[config.mk]
export PLATFORM = sky130hd
export DESIGN_NAME = secl_loader
export DESIGN_NICKNAME = d
export VERILOG_FILES = /design/src/inc/secl_pkg.sv /design/src/design/secl_loader.sv
export SDC_FILE = /design/constraint.sdc
export NUM_CORES = 1
export LEC_CHECK = 0
export ABC_AREA = 1
export BUFFER_PORTS_ARGS = -buffer_cell sky130_fd_sc_hd__buf_2
export CAP_MARGIN = 5
export CORE_MARGIN = 4
export CORE_UTILIZATION = 35
export DETAILED_ROUTE_END_ITERATION = 8
export GPL_TIMING_DRIVEN = 0
export PLACE_DENSITY = 0.66
export SYNTH_ARGS = -nofsm -noshare
export SYNTH_HDL_FRONTEND = slang
export SYNTH_SLANG_ARGS = --single-unit
[constraint.sdc]
create_clock -name ref_clk -period 3.2 [get_ports ref_clk]
set_input_delay 0.64 -clock ref_clk [delete_from_list [all_inputs] [get_ports ref_clk]]
set_output_delay 0.64 -clock ref_clk [all_outputs]
set_load 0.1 [all_outputs]
[src/inc/secl_pkg.sv]
package secl_pkg;
  localparam int CLK_HZ = 250_000_000;
  localparam int SCL_HZ = 60_000;
  // quarter period of the serial clock, in core cycles
  localparam int QTR_CYC = CLK_HZ / (SCL_HZ * 4);
  localparam logic [7:0] CSR_OFFSET = 8'hBC;
  localparam int BIT_DL_ERR = 0;
  localparam int BIT_NACK_ERR = 1;
  localparam int BIT_PRESENT = 3;
  localparam int BIT_BUSY = 4;
  localparam int BIT_SW_BUSY = 5;
  localparam int BIT_NO_WADDR = 7;
  localparam logic [6:0] SLAVE_ADDR = 7'h50;
  localparam logic [7:0] FUNC_IND = 8'h00;
  localparam logic [7:0] BYTE_COUNT = 8'h19;
  localparam logic [7:0] END_MARK = 8'h80;
  localparam logic [7:0] LAST_WORD = 8'h1B;
  localparam logic [7:0] FIRST_CFG_WORD = 8'h02;
endpackage

[src/design/secl_loader.sv]
`timescale 1ns/1ps
module secl_loader
  import secl_pkg::*;
#(
  parameter int QTR = QTR_CYC
)(
  // clock and resets
  input wire logic ref_clk,
  input wire logic rst,
  input wire logic fund_reset_n,
  input wire logic global_reset_n,
  // configuration register port
  input wire logic cfgWrite,
  input wire logic cfgRead,
  input wire logic [7:0] cfgAddr,
  input wire logic [7:0] cfgWdata,
  output logic [7:0] cfgRdata,
  // software byte access
  input wire logic swStart,
  input wire logic swIsRead,
  input wire logic [7:0] swWordAddr,
  input wire logic [7:0] swData,
  output logic [7:0] swRdata,
  output logic swDone,
  // loaded value stream
  output logic loadValid,
  output logic [7:0] loadCfgAddr,
  output logic [7:0] loadData,
  // system management
  input wire logic [7:0] legacyEvents,
  input wire logic [7:0] legacyEnables,
  output logic sys_mgmt_irq,
  // two-wire pins
  input wire logic sclIn,
  output logic sclOut,
  output logic sclOe_n,
  input wire logic sdaIn,
  output logic sdaOut,
  output logic sdaOe_n
);
  initial
  begin
    if (QTR < 1)
      $error("QTR must be at least one cycle");
  end

  typedef enum {S_IDLE, S_START, S_BIT, S_ACK, S_RSTART, S_STOP} secl_state_e;
  secl_state_e state;

  logic [1:0] sclSync, sdaSync, fundSync, globSync;
  logic sclPin, sdaPin;
  assign sclPin = sclSync[1];
  assign sdaPin = sdaSync[1];
  logic bothUp, bothUpD;
  assign bothUp = fundSync[1] & globSync[1];

  logic busPresent, nackErr, dlErr, dlBusy, swBusy, noWaddr;
  logic [15:0] qcnt;
  logic [1:0] phase;
  logic tick;
  assign tick = (qcnt == 16'(QTR - 1));
  logic [7:0] shReg, wordPtr, rxByte;
  logic [3:0] bitCnt;
  logic [2:0] seg; // 0 addr-w, 1 word addr, 2 data-w, 3 addr-r, 4 data-r
  logic sclDrvLow, sdaDrvLow, opRead, isDl, nackSeen;

  // first stage feeds only the second
  always_ff @(posedge ref_clk or posedge rst)
  begin
    if (rst)
    begin
      sclSync <= 2'h0;
      sdaSync <= 2'h3;
      fundSync <= 2'h0;
      globSync <= 2'h0;
    end
    else
    begin
      sclSync <= {sclSync[0], sclIn};
      sdaSync <= {sdaSync[0], sdaIn};
      fundSync <= {fundSync[0], fund_reset_n};
      globSync <= {globSync[0], global_reset_n};
    end
  end

  always_ff @(posedge ref_clk or posedge rst)
  begin
    if (rst)
      bothUpD <= 1'b0;
    else
      bothUpD <= bothUp;
  end

  // open drain: drive low or release, never high
  assign sclOut = 1'b0;
  assign sdaOut = 1'b0;
  assign sclOe_n = ~sclDrvLow;
  assign sdaOe_n = ~sdaDrvLow;

  function automatic logic [7:0] cfg_target(input logic [7:0] w);
    logic [7:0] r;
    r = 8'h00;
    if (w <= 8'h07)
      r = 8'hD0 + (w - 8'h02);
    else if (w == 8'h08)
      r = 8'hD8;
    else if (w == 8'h09)
      r = 8'hDC;
    else if (w <= 8'h19)
      r = 8'hE0 + (w - 8'h0A);
    else
      r = 8'h61;
    return r;
  endfunction

  function automatic logic [7:0] seg_byte(input logic [2:0] s, input logic [7:0] wa,
                                          input logic [7:0] d);
    logic [7:0] b;
    b = 8'h00;
    case (s)
      3'h0: b = {SLAVE_ADDR, 1'b0};
      3'h1: b = wa;
      3'h2: b = d;
      3'h3: b = {SLAVE_ADDR, 1'b1};
      default: b = 8'hFF;
    endcase
    return b;
  endfunction

  // control/status bits; errors and present flag are sticky
  always_ff @(posedge ref_clk or posedge rst)
  begin
    if (rst)
    begin
      busPresent <= 1'b0;
      noWaddr <= 1'b0;
    end
    else if (!globSync[1])
    begin
      busPresent <= 1'b0;
      noWaddr <= 1'b0;
    end
    else if (bothUp && !bothUpD)
      busPresent <= sclPin;
    else if (cfgWrite && cfgAddr == CSR_OFFSET)
    begin
      if (!cfgWdata[BIT_PRESENT])
        busPresent <= 1'b0;
      noWaddr <= cfgWdata[BIT_NO_WADDR];
    end
  end

  // bus engine
  always_ff @(posedge ref_clk or posedge rst)
  begin
    if (rst)
    begin
      state <= S_IDLE;
      qcnt <= 16'h0;
      phase <= 2'h0;
      sclDrvLow <= 1'b0;
      sdaDrvLow <= 1'b0;
      shReg <= 8'h00;
      bitCnt <= 4'h0;
      seg <= 3'h0;
      opRead <= 1'b0;
      isDl <= 1'b0;
      dlBusy <= 1'b0;
      swBusy <= 1'b0;
      wordPtr <= 8'h00;
      rxByte <= 8'h00;
      nackSeen <= 1'b0;
      dlErr <= 1'b0;
      nackErr <= 1'b0;
      swRdata <= 8'h00;
      swDone <= 1'b0;
      loadValid <= 1'b0;
      loadCfgAddr <= 8'h00;
      loadData <= 8'h00;
    end
    else
    begin
      swDone <= 1'b0;
      loadValid <= 1'b0;
      if (!globSync[1])
      begin
        dlErr <= 1'b0;
        nackErr <= 1'b0;
      end
      else if (cfgWrite && cfgAddr == CSR_OFFSET)
      begin
        // write one clears errors
        if (cfgWdata[BIT_DL_ERR])
          dlErr <= 1'b0;
        if (cfgWdata[BIT_NACK_ERR])
          nackErr <= 1'b0;
      end
      qcnt <= tick ? 16'h0 : qcnt + 16'h1;
      if (!busPresent || !fundSync[1])
      begin
        // disable takes effect immediately and releases both lines
        state <= S_IDLE;
        sclDrvLow <= 1'b0;
        sdaDrvLow <= 1'b0;
        dlBusy <= 1'b0;
        swBusy <= 1'b0;
        isDl <= 1'b0;
        if (!fundSync[1])
        begin
          // a fundamental reset re-arms the one-shot download
          wordPtr <= 8'h00;
          nackSeen <= 1'b0;
        end
      end
      else if (state == S_IDLE)
      begin
        sclDrvLow <= 1'b0;
        sdaDrvLow <= 1'b0;
        if (bothUpD && !isDl && wordPtr == 8'h00 && !dlBusy && !dlErr && seg == 3'h0
            && !nackSeen)
        begin
          // one-shot download after reset
          isDl <= 1'b1;
          dlBusy <= 1'b1;
          opRead <= 1'b1;
          nackSeen <= 1'b1;
          state <= S_START;
          phase <= 2'h0;
          qcnt <= 16'h0;
        end
        else if (swStart && !dlBusy)
        begin
          swBusy <= 1'b1;
          opRead <= swIsRead;
          isDl <= 1'b0;
          wordPtr <= swWordAddr;
          state <= S_START;
          phase <= 2'h0;
          qcnt <= 16'h0;
        end
      end
      else if (tick)
      begin
        phase <= phase + 2'h1;
        case (state)
          S_START:
          begin
            // data falls while clock high, then clock low
            if (phase == 2'h1)
              sdaDrvLow <= 1'b1;
            if (phase == 2'h3)
            begin
              sclDrvLow <= 1'b1;
              seg <= 3'h0;
              shReg <= seg_byte(3'h0, wordPtr, swData);
              bitCnt <= 4'h0;
              state <= S_BIT;
            end
          end
          S_BIT:
          begin
            // phase 0 clock low: change data; 1-2 clock high; 3 fall
            if (phase == 2'h0)
              sdaDrvLow <= (seg == 3'h4) ? 1'b0 : ~shReg[7];
            if (phase == 2'h1)
              sclDrvLow <= 1'b0;
            if (phase == 2'h2)
              rxByte <= {rxByte[6:0], sdaPin};
            if (phase == 2'h3)
            begin
              sclDrvLow <= 1'b1;
              shReg <= {shReg[6:0], 1'b0};
              if (bitCnt == 4'h7)
                state <= S_ACK;
              bitCnt <= bitCnt + 4'h1;
            end
          end
          S_ACK:
          begin
            if (phase == 2'h0)
            begin
              if (seg == 3'h4)
                sdaDrvLow <= isDl && wordPtr != LAST_WORD;
              else
                sdaDrvLow <= 1'b0;
            end
            if (phase == 2'h1)
              sclDrvLow <= 1'b0;
            if (phase == 2'h2 && seg != 3'h4 && sdaPin)
            begin
              nackErr <= 1'b1;
              if (isDl)
                dlErr <= 1'b1;
            end
            if (phase == 2'h3)
            begin
              sclDrvLow <= 1'b1;
              bitCnt <= 4'h0;
              state <= S_BIT;
              if (seg == 3'h0)
                seg <= noWaddr ? (opRead ? 3'h3 : 3'h2) : 3'h1;
              else if (seg == 3'h1)
                seg <= opRead ? 3'h3 : 3'h2;
              else if (seg == 3'h3)
                seg <= 3'h4;
              if (seg == 3'h0 && noWaddr && opRead)
                state <= S_RSTART;
              else if (seg == 3'h1 && opRead)
                state <= S_RSTART;
              else if (seg == 3'h2)
                state <= S_STOP;
              shReg <= seg_byte((seg == 3'h0 && !noWaddr) ? 3'h1 : 3'h2,
                                wordPtr, swData);
              if (seg == 3'h4)
              begin
                if (!isDl)
                begin
                  swRdata <= rxByte;
                  state <= S_STOP;
                end
                else
                begin
                  if ((wordPtr == 8'h00 && rxByte != FUNC_IND) ||
                      (wordPtr == 8'h01 && rxByte != BYTE_COUNT) ||
                      (wordPtr == LAST_WORD && rxByte != END_MARK))
                    dlErr <= 1'b1;
                  if (wordPtr >= FIRST_CFG_WORD && wordPtr < LAST_WORD)
                  begin
                    loadValid <= 1'b1;
                    loadCfgAddr <= cfg_target(wordPtr);
                    loadData <= rxByte;
                  end
                  if (wordPtr == LAST_WORD)
                    state <= S_STOP;
                  wordPtr <= wordPtr + 8'h1;
                end
              end
              // refused byte: pull clock low first so a real stop follows
              if (seg != 3'h4 && sdaPin)
                state <= S_STOP;
            end
          end
          S_RSTART:
          begin
            // release data with clock low, raise clock, then start again
            if (phase == 2'h0)
              sdaDrvLow <= 1'b0;
            if (phase == 2'h1)
              sclDrvLow <= 1'b0;
            if (phase == 2'h2)
              sdaDrvLow <= 1'b1;
            if (phase == 2'h3)
            begin
              sclDrvLow <= 1'b1;
              seg <= 3'h3;
              shReg <= seg_byte(3'h3, wordPtr, swData);
              bitCnt <= 4'h0;
              state <= S_BIT;
            end
          end
          S_STOP:
          begin
            if (phase == 2'h0)
              sdaDrvLow <= 1'b1;
            if (phase == 2'h1)
              sclDrvLow <= 1'b0;
            if (phase == 2'h2)
              sdaDrvLow <= 1'b0;
            if (phase == 2'h3)
            begin
              state <= S_IDLE;
              seg <= 3'h0;
              if (swBusy)
                swDone <= 1'b1;
              swBusy <= 1'b0;
              dlBusy <= 1'b0;
              if (isDl)
                wordPtr <= 8'hFF; // blocks a second download
            end
          end
          default: state <= S_IDLE;
        endcase
      end
    end
  end

  always_comb
  begin
    cfgRdata = 8'h00;
    if (cfgRead && cfgAddr == CSR_OFFSET)
    begin
      cfgRdata[BIT_DL_ERR] = dlErr;
      cfgRdata[BIT_NACK_ERR] = nackErr;
      cfgRdata[BIT_PRESENT] = busPresent;
      cfgRdata[BIT_BUSY] = dlBusy;
      cfgRdata[BIT_SW_BUSY] = swBusy;
      cfgRdata[BIT_NO_WADDR] = noWaddr;
    end
  end

  always_ff @(posedge ref_clk or posedge rst)
  begin
    if (rst)
      sys_mgmt_irq <= 1'b0;
    else
      sys_mgmt_irq <= |(legacyEvents & legacyEnables);
  end
endmodule

==> metrics.yaml, run 1 <==
die_h_um: 137
power.total_mw: 2.92
area_growth_pct: 18.1
rsz0062_at_grt: "no"
cap_viol_max_count: 0
regArea_sq_um: 2480
yosys_warnings: 0
clk_latency_ns: 0.35
via_per_inst: 4.77
place_congestion: 0.929
synth-seq-cells: 99
drv_slew: 0
yosys.area.top_type: "dfrtp_1"
start_kind: "input pin"
seq_area_frac_synth_pct: 42.4
period_share_pct: 78.3
multi_input_area_sq_um: 2870
track_usage_pct: 16.3
clockBufferDepth: 2
p_leak_nw: 3.54
arrival_ns: 1.87
overflow: 0
criticalPathCategory: "in -> out"
dr_total_vias: 5275
start_util_pct: 36.3
peakVddDrop_mv: 0.312
dr_wl_met2_mm: 6.57
power_density_nw_per_um2: 423
post_drt_wl_per_cell_um: 13.3
synth_cell_types: 45
grt_pass1_wl_mm: 24.4
antenna_left: 0
holdPathEnd: "sclSync[1]$_DFF_PP0_"
endpoint_kind: "output port"
met1Wirelength_mm: 6.90
drtIter0Drc: 385
cts_resized: 0
io_buffer_count: 88
die_x_um: 137
syn-cell-area_sq_um: 5850
post-cts-setup-buffer-count: 0
hold_depth: 0
grt_start_max_net_pins: 38
synth_top_area_share_pct: 41.5
antenna_found_initial: 0
postCtsHoldBufs: 0
netlist_top_cells_area: "dfrtp_1 (42%), nand2_1 (12%), nor2_1 (6.9%)"
drtPass1Iterations: 5
antenna_cells: 0
hold_viol: 0
skew_ns: 0.00931
path_clk_slew_ns: 0.07
crit_path_max_fanout: 6
highest_layer: "met4"
synth_ff_type: "dfrtp_1"
tightest_slew_ns: 0.739
r2r_slack_ns: 0.91
htreeDepth: 3
fillers: 1685
rr_worst_depth: 10
ios: 97
wirelength_mm: 14.7
synth_cells: 781
drive_above_1_share_pct: 21.0
worst-endpoint-required_ns: 2.56
grt_pass1_vias: 5032
numCtsBuffers: 9
status: "finished, final reports clean"
min-delay-start: "sclSync[0]$_DFF_PP0_"
hold_path_class: "reg -> reg"
core_area_sq_um: 16100
tritoncts: "yes"
synth_edf_count: 0
rows: 46
dieArea_sq_um: 18800
r2r_start: "wordPtr[1]$_DFFE_PP0P_"
cts_sinks: 99
root_buffer: "clkbuf_16"
avgSynthCellArea_sq_um: 7.49
async_reset_ff_share_pct: 100
fmax_ghz: 0.399
drc: 0
met3_length_mm: 1.06
setup_tns_ns: 0
setup_violations: 0
r2r-end: "qcnt[4]$_DFF_PP0_"
min_period_ns: 2.51
dp_hpwl_mm: 11.5
fin_nets: 957
slew_headroom_pct: 50.6
==> worst max path at each step <==
stage	end	slack, ns	cells after the start	from
after detailed placement	cfgRdata[0]	0.69	5	cfgAddr[1]
after global routing	cfgRdata[0]	0.56	6	cfgAddr[5]
after CTS	cfgRdata[0]	0.68	5	cfgAddr[1]
after floorplan	cfgRdata[0]	0.19	4	cfgAddr[5]
final	cfgRdata[0]	0.69	5	cfgAddr[1]
after global placement	bothUpD$_DFF_PP0_	0.64	2	rst
==> per-stage QoR <==
stage          hold slack [ns]  setup slack, ns  area [sq um]  instances  util, %
2_1_floorplan            0.331            0.191          5860        784        -
3_3_place_gp             0.332            0.638          6570       1088     40.8
3_5_place_dp             0.336            0.689          6610       1090     41.0
4_1_cts                  0.351            0.682          6900       1105     42.8
5_1_grt                  0.358            0.563          6900       1105     42.8
6_report                 0.351            0.695          6900       1105     42.8
==> routing by layer <==
metal	up-vias	track usage [%]
li1	2717	-
met1	2375	21.8
met2	170	26.6
met3	13	4.67
met4	0	3.27
met5	-	0
==> cells in the final DEF (no fill, tap or decap), types with 3 or more instances in the layout <==
| cell type | synthesis | layout |
|---|---|---|
| buf_2 | 6 | 94 |
| nand2_1 | 186 | 186 |
| xor2_1 | 9 | 9 |
| nand2_2 | 13 | 13 |
| inv_1 | 92 | 91 |
| dfrtp_1 | 97 | 97 |
| ha_1 | 14 | 14 |
| xnor2_1 | 3 | 3 |
| nor3_1 | 15 | 15 |
| clkinvlp_4 | 0 | 4 |
| buf_6 | 4 | 4 |
| nand3_1 | 67 | 67 |
| a31oi_1 | 5 | 5 |
| o21ai_1 | 9 | 9 |
| o211ai_1 | 6 | 6 |
| clkbuf_16 | 0 | 9 |
| or2_2 | 3 | 3 |
| o21ai_0 | 46 | 46 |
| nor2_4 | 3 | 3 |
| inv_2 | 10 | 10 |
| conb_1 | 1 | 4 |
| nor2_2 | 6 | 6 |
| nand3_2 | 6 | 6 |
| buf_4 | 5 | 5 |
| o21ai_2 | 16 | 16 |
| nand4_1 | 9 | 9 |
| nor2_1 | 107 | 107 |
| a21oi_1 | 16 | 16 |
==> power by group <==
part | switching (mW) | total, mW | internal, mW
clock | 0.480 | 1.08 | 0.603
combinational | 0.290 | 0.453 | 0.163
sequential | 0.0714 | 1.39 | 1.32
total | 0.842 | 2.92 | 2.08
==> worst max-delay path, cell delays in order <==
cell and delay [ns]:
buf_2 0.10, nor3_1 0.26, nand3_1 0.24, nor2_1 0.18, buf_2 0.45
==> state kept, by name, summed over array words and instances, names as in the netlist, 4 cells and up <==
register	flops
qcnt	16
loadCfgAddr	8
loadData	8
rxByte	8
shReg	8
swRdata	8
wordPtr	8
bitCnt	4
==> cells by family (layout without fill, tap and decap cells) <==
family / after synthesis / after routing / synth area share (%)
xor+xnor: 12 / 12 / 1.80
simple gates: 424 / 424 / 32.4
buf+inv: 120 / 225 / 8.73
mux: 1 / 1 / 0.171
fa+ha+maj: 14 / 14 / 3.00
compound gates: 110 / 110 / 11.4
flops: 99 / 99 / 42.4
other cells: 1 / 4 / 0.0641
==> cells in the mapped netlist (3+ instances only) <==
| library cell | count |
|---|---|
| nor2_2 | 6 |
| nor2_1 | 107 |
| buf_2 | 6 |
| o21ai_0 | 46 |
| dfrtp_1 | 97 |
| nand2_1 | 186 |
| inv_2 | 10 |
| nand4_1 | 9 |
| o211ai_1 | 6 |
| nand3_2 | 6 |
| xor2_1 | 9 |
| nand3_1 | 67 |
| or2_2 | 3 |
| buf_6 | 4 |
| ha_1 | 14 |
| nor3_1 | 15 |
| nor2_4 | 3 |
| inv_1 | 92 |
| a21oi_1 | 16 |
| nand2_2 | 13 |
| o21ai_2 | 16 |
| xnor2_1 | 3 |
| buf_4 | 5 |
| a31oi_1 | 5 |
| o21ai_1 | 9 |
==> final cells by class <==
type	instances	area share [%]
clock inverter	6	0.960
buffer	16	1.69
multi-input combinational	565	41.5
inverter	104	5.76
sequential	99	35.9
timing repair buffer	90	6.96
tap	216	3.91
clock buffer	9	3.26
No activity file was read; power rests on OpenSTA's default activity.
==> inputs of run 2 (changes only) <==
--- a/config.mk
+++ b/config.mk
@@ -12,7 +12,7 @@
 export CORE_UTILIZATION = 35
 export DETAILED_ROUTE_END_ITERATION = 8
 export GPL_TIMING_DRIVEN = 0
-export PLACE_DENSITY = 0.66
+export PLACE_DENSITY = 0.64
 export SYNTH_ARGS = -nofsm -noshare
 export SYNTH_HDL_FRONTEND = slang
 export SYNTH_SLANG_ARGS = --single-unit
==> constraint.sdc (replaced) <==
create_clock -name ref_clk -period 2.5 [get_ports ref_clk]
set_input_delay 0.5 -clock ref_clk [delete_from_list [all_inputs] [get_ports ref_clk]]
set_output_delay 0.5 -clock ref_clk [all_outputs]
set_load 0.1 [all_outputs]
==> metrics.yaml, run 2 (synthesis results as in run 1) <==
status: "finished, final reports clean"
rsz0062_at_grt: "no"
r2r_slack_ns: 0.24
rr_worst_depth: 10
hold_path_class: "in -> reg"
power_density_nw_per_um2: 566
clockBufferDepth: 2
min-delay-start: "sclIn"
tightest_slew_ns: 0.721
dieArea_sq_um: 18800
regArea_sq_um: 2480
use_met3_pct: 3.83
path_clk_slew_ns: 0.07
layout.cells.most_common: "nand2_1"
cp_common_cell: "nor2_1"
cts_sinks: 99
drtPass1Iterations: 5
area_growth_pct: 18.9
hold_viol: 0
ios: 97
die_h_um: 137
criticalPathCategory: "reg -> reg"
dr_total_vias: 5315
largest_reg_flops: 16
whs_ns: 0.248
p_leak_nw: 3.57
r2r-end: "qcnt[4]$_DFF_PP0_"
track_usage_pct: 16.2
rows: 46
placed_cell_area_sq_um: 6610
io_buffer_count: 88
gr-usage-met1_pct: 22.7
dp_hpwl_mm: 11.5
setup_violations: 0
grt_pass1_vias: 4942
antenna_cells: 0
grt_start_max_net_pins: 39
fin_cells: 1106
fin_nets: 957
drc: 0
numCtsBuffers: 9
post-place-cells: 1090
root_buffer: "clkbuf_16"
skew_ns: 0.00692
antenna_found_initial: 0
drive_above_1_share_pct: 21.0
setup_tns_ns: 0
post-cts-setup-buffer-count: 0
top_usage_layer: "met2"
tritoncts: "yes"
core_area_sq_um: 16100
drv_slew: 0
slew_headroom_pct: 51.9
peakVddDrop_mv: 0.364
min_period_ns: 2.26
clk_latency_ns: 0.35
hold_depth: 1
post_drt_wl_per_cell_um: 13.1
grt_pass1_wl_mm: 24.2
via_per_inst: 4.81
start_util_pct: 36.3
slowest_stage: "dfrtp_1"
place_congestion: 0.970
final_cell_area_sq_um: 6950
holdPathEnd: "sclSync[0]$_DFF_PP0_"
grt_util_met2_pct: 24.6
start_kind: "register"
final_cell_mix: "nand2_1 (186), nor2_1 (107), dfrtp_1 (97)"
worst-endpoint-required_ns: 2.74
top_register: "qcnt"
slowest_delay_ns: 0.45
r2r_start: "wordPtr[1]$_DFFE_PP0P_"
crit_path_max_fanout: 10
cp_cell_sequence: "inv_1 > ha_1 > nand2_1 > nor2_1 > nand4_2 > nand2_2 > nor2_2 > inv_2 > buf_4 > nor2_1"
multi_input_area_sq_um: 2870
cap_viol_max_count: 0
overflow: 0
drtIter0Drc: 310
fmax_ghz: 0.442
fillers: 1681
cts_resized: 0
period_share_pct: 90.5
htreeDepth: 3
power.total_mw: 3.93
wirelength_mm: 14.5
endpoint_kind: "register"
arrival_ns: 2.50
postCtsHoldBufs: 0
antenna_left: 0
die_x_um: 137
-- run 2: cell count changes in the layout (fill, tap and decap cells not counted) --
cell and change:
bufinv_16 +2, clkinvlp_4 -3, clkbuf_1 +1, clkinv_4 +1
-- run 2: layout make-up --
| type | instances | area share [%] |
|---|---|---|
| Tap cell | 216 | 3.89 |
| Timing Repair Buffer | 90 | 6.91 |
| Clock inverter | 6 | 1.62 |
| Buffer | 16 | 1.67 |
| Sequential cell | 99 | 35.7 |
| Clock buffer | 10 | 3.29 |
| Multi-Input combinational cell | 565 | 41.2 |
| Inverter | 104 | 5.72 |
-- run 2: critical path, delay by kind of cell, from the launching register on --
| kind | cells | cell delay, ns |
|---|---|---|
| adders and majority gates | 1 | 0.25 |
| and+or+nand+nor | 6 | 0.92 |
| buffers and inverters | 3 | 0.52 |
| DFF | 1 | 0.45 |
-- run 2: through the flow --
| stage | worst slack (ns) | utilization, % |
|---|---|---|
| floorplan | -0.229 | - |
| global placement | 0.105 | 40.8 |
| detailed placement | 0.199 | 41.0 |
| CTS | 0.193 | 43.2 |
| global route | 0.00690 | 43.2 |
| finish | 0.238 | 43.2 |
-- run 2: worst max-delay path by stage --
stage | startpoint | endpoint | cells past startpoint
after floorplan | cfgAddr[5] | cfgRdata[0] | 4
after global placement | rst | sclSync[0]$_DFF_PP0_ | 2
after detailed placement | wordPtr[1]$_DFFE_PP0P_ | qcnt[4]$_DFF_PP0_ | 10
after CTS | wordPtr[1]$_DFFE_PP0P_ | qcnt[4]$_DFF_PP0_ | 10
after global routing | wordPtr[1]$_DFFE_PP0P_ | qcnt[11]$_DFF_PP0_ | 10
final | wordPtr[1]$_DFFE_PP0P_ | qcnt[4]$_DFF_PP0_ | 10
-- run 2: per-layer routing --
| layer | part of all wire, % | routed length (um) | up-vias |
|---|---|---|---|
| li1 | - | - | 2713 |
| met1 | 46 | 6610 | 2406 |
| met2 | 45 | 6490 | 178 |
| met3 | 7.6 | 1100 | 18 |
| met4 | 1.8 | 262 | 0 |
| met5 | 0 | 0 | - |
-- run 2: power breakdown --
| part | internal, mW | total (mW) | switching [mW] |
|---|---|---|---|
| Sequential | 1.68 | 1.77 | 0.0894 |
| Clock | 0.981 | 1.58 | 0.602 |
| Combinational | 0.209 | 0.578 | 0.370 |
| Total | 2.87 | 3.93 | 1.06 |
==> inputs of run 3 (changes only) <==
--- a/config.mk
+++ b/config.mk
@@ -8,6 +8,7 @@
 export ABC_AREA = 1
 export BUFFER_PORTS_ARGS = -buffer_cell sky130_fd_sc_hd__buf_2
 export CAP_MARGIN = 5
+export CORE_ASPECT_RATIO = 1.1
 export CORE_MARGIN = 4
 export CORE_UTILIZATION = 35
 export DETAILED_ROUTE_END_ITERATION = 8
==> metrics.yaml, run 3 (synthesis results as in run 1) <==
period_share_pct: 89.2
holdPathEnd: "sclSync[0]$_DFF_PP0_"
ios: 97
fin_nets: 957
slowest_delay_ns: 0.45
hold_path_class: "in -> reg"
fmax_ghz: 0.448
slowest_stage: "buf_2"
clockBufferDepth: 2
min_period_ns: 2.23
antenna_cells: 0
r2r_start: "wordPtr[1]$_DFFE_PP0P_"
io_buffer_count: 88
area_growth_pct: 18.6
wirelength_mm: 14.9
drive_above_1_share_pct: 21.2
setup_violations: 0
multi_input_area_sq_um: 2870
crit_path_max_fanout: 6
start_util_pct: 35.7
grt_pass1_vias: 4935
critPathLaunch: "cfgAddr[5]"
dp_hpwl_mm: 11.5
core_area_sq_um: 16400
dieArea_sq_um: 18800
track_usage_pct: 15.7
cp_cell_sequence: "buf_2 > nand2_1 > nor3b_1 > nand3_1 > nor2_1 > buf_2"
path_clk_slew_ns: 0.07
layout.cells.most_common: "nand2_1"
slew_headroom_pct: 52.0
worst-endpoint-required_ns: 2.00
endpoint_kind: "output port"
htreeDepth: 3
min-delay-start: "sclIn"
criticalPathCategory: "in -> out"
crit_buf_inv: 2
fin_cells: 1094
fillers: 1670
timing.final.ws_setup_ns: 0.269
whs_ns: 0.248
clk_latency_ns: 0.35
post_drt_wl_per_cell_um: 13.6
cts_sinks: 99
place_congestion: 0.945
rr_worst_depth: 10
r2r-end: "qcnt[3]$_DFF_PP0_"
hold_depth: 1
drv_slew: 0
final_cell_area_sq_um: 6940
start_kind: "input pin"
drtPass1Iterations: 5
via_per_inst: 4.89
arrival_ns: 1.73
die_h_um: 144
overflow: 0
die_x_um: 131
largest_reg_flops: 16
antenna_found_initial: 0
placed_cell_area_sq_um: 6600
tightest_slew_ns: 0.718
power_density_nw_per_um2: 565
postCtsHoldBufs: 0
antenna_left: 0
root_buffer: "clkbuf_16"
grt_pass1_wl_mm: 24.0
drc: 0
skew_ns: 0.00812
final_cell_mix: "nand2_1 (186), nor2_1 (106), dfrtp_1 (97)"
power.total_mw: 3.92
status: "finished, final reports clean"
numCtsBuffers: 9
peakVddDrop_mv: 0.358
post-place-cells: 1078
tritoncts: "yes"
regArea_sq_um: 2480
r2r_slack_ns: 0.34
cp_top_family: "simple AND/OR/NAND/NOR gates"
grt_start_max_net_pins: 38
top_register: "qcnt"
drtIter0Drc: 399
pre_cts_slack_ns: 0.203
cp_common_cell: "buf_2"
p_leak_nw: 3.57
rows: 49
rsz0062_at_grt: "no"
hold_viol: 0
dr_total_vias: 5345
cap_viol_max_count: 0
run 3: cell count changes in the layout (fill, tap and decap cells not counted):
cell | previous run | this run
clkbuf_8 | 0 | 2
nor2_2 | 6 | 7
clkinv_2 | 2 | 1
clkinv_4 | 1 | 0
nor2_1 | 107 | 106
bufinv_16 | 3 | 2
clkinvlp_4 | 1 | 3
clkbuf_1 | 2 | 1
run 3: final cells by class:
cell class	instances	area share [%]
tap	204	3.68
buffer	16	1.68
sequential	99	35.8
timing repair buffer	90	6.93
clock buffer	11	3.64
multi-input combinational	565	41.4
inverter	104	5.74
clock inverter	5	1.21
run 3: stage by stage:
step           setup TNS, ns  utilization [%]
2_1_floorplan          -1.37                -
3_3_place_gp               0             40.1
3_5_place_dp               0             40.3
4_1_cts                    0             42.4
5_1_grt                    0             42.4
6_report                   0             42.4
run 3: what timing repair did:
item / in CTS / in global routing
endpoints found under the setup margin: 0 / 2
gates resized for setup: 0 / 1
buffers inserted: 0 / 0
run 3: how the worst max path moves through the flow:
stage                           end  depth (start not counted)
2_1_floorplan           cfgRdata[0]                          4
3_3_place_gp   sclSync[0]$_DFF_PP0_                          2
3_5_place_dp      qcnt[3]$_DFF_PP0_                         10
4_1_cts           qcnt[3]$_DFF_PP0_                         10
5_1_grt           qcnt[1]$_DFF_PP0_                         10
6_report                cfgRdata[0]                          6
run 3: worst register-to-register path, delay by kind of cell, from the launching register on:
kind,cells,cell delay (ns)
buf+inv,3,0.52
simple gates,6,0.83
fa+ha+maj,1,0.25
flops,1,0.44
run 3: layer usage:
layer  global-route usage, %  share of wire, %  routed length (um)  vias to the layer above
met5                       0                 0                   0                        -
met4                    6.25               2.2                 333                        0
met3                    2.87               6.6                 978                       22
met2                    26.0                46                6810                      178
met1                    20.7                45                6730                     2430
li1                        -                 -                   -                     2715
run 3: power breakdown:
part / leakage, nW / switching, mW / internal [mW]
Combinational: 2.11 / 0.370 / 0.209
Sequential: 1.30 / 0.0922 / 1.68
Clock: 0.158 / 0.629 / 0.935
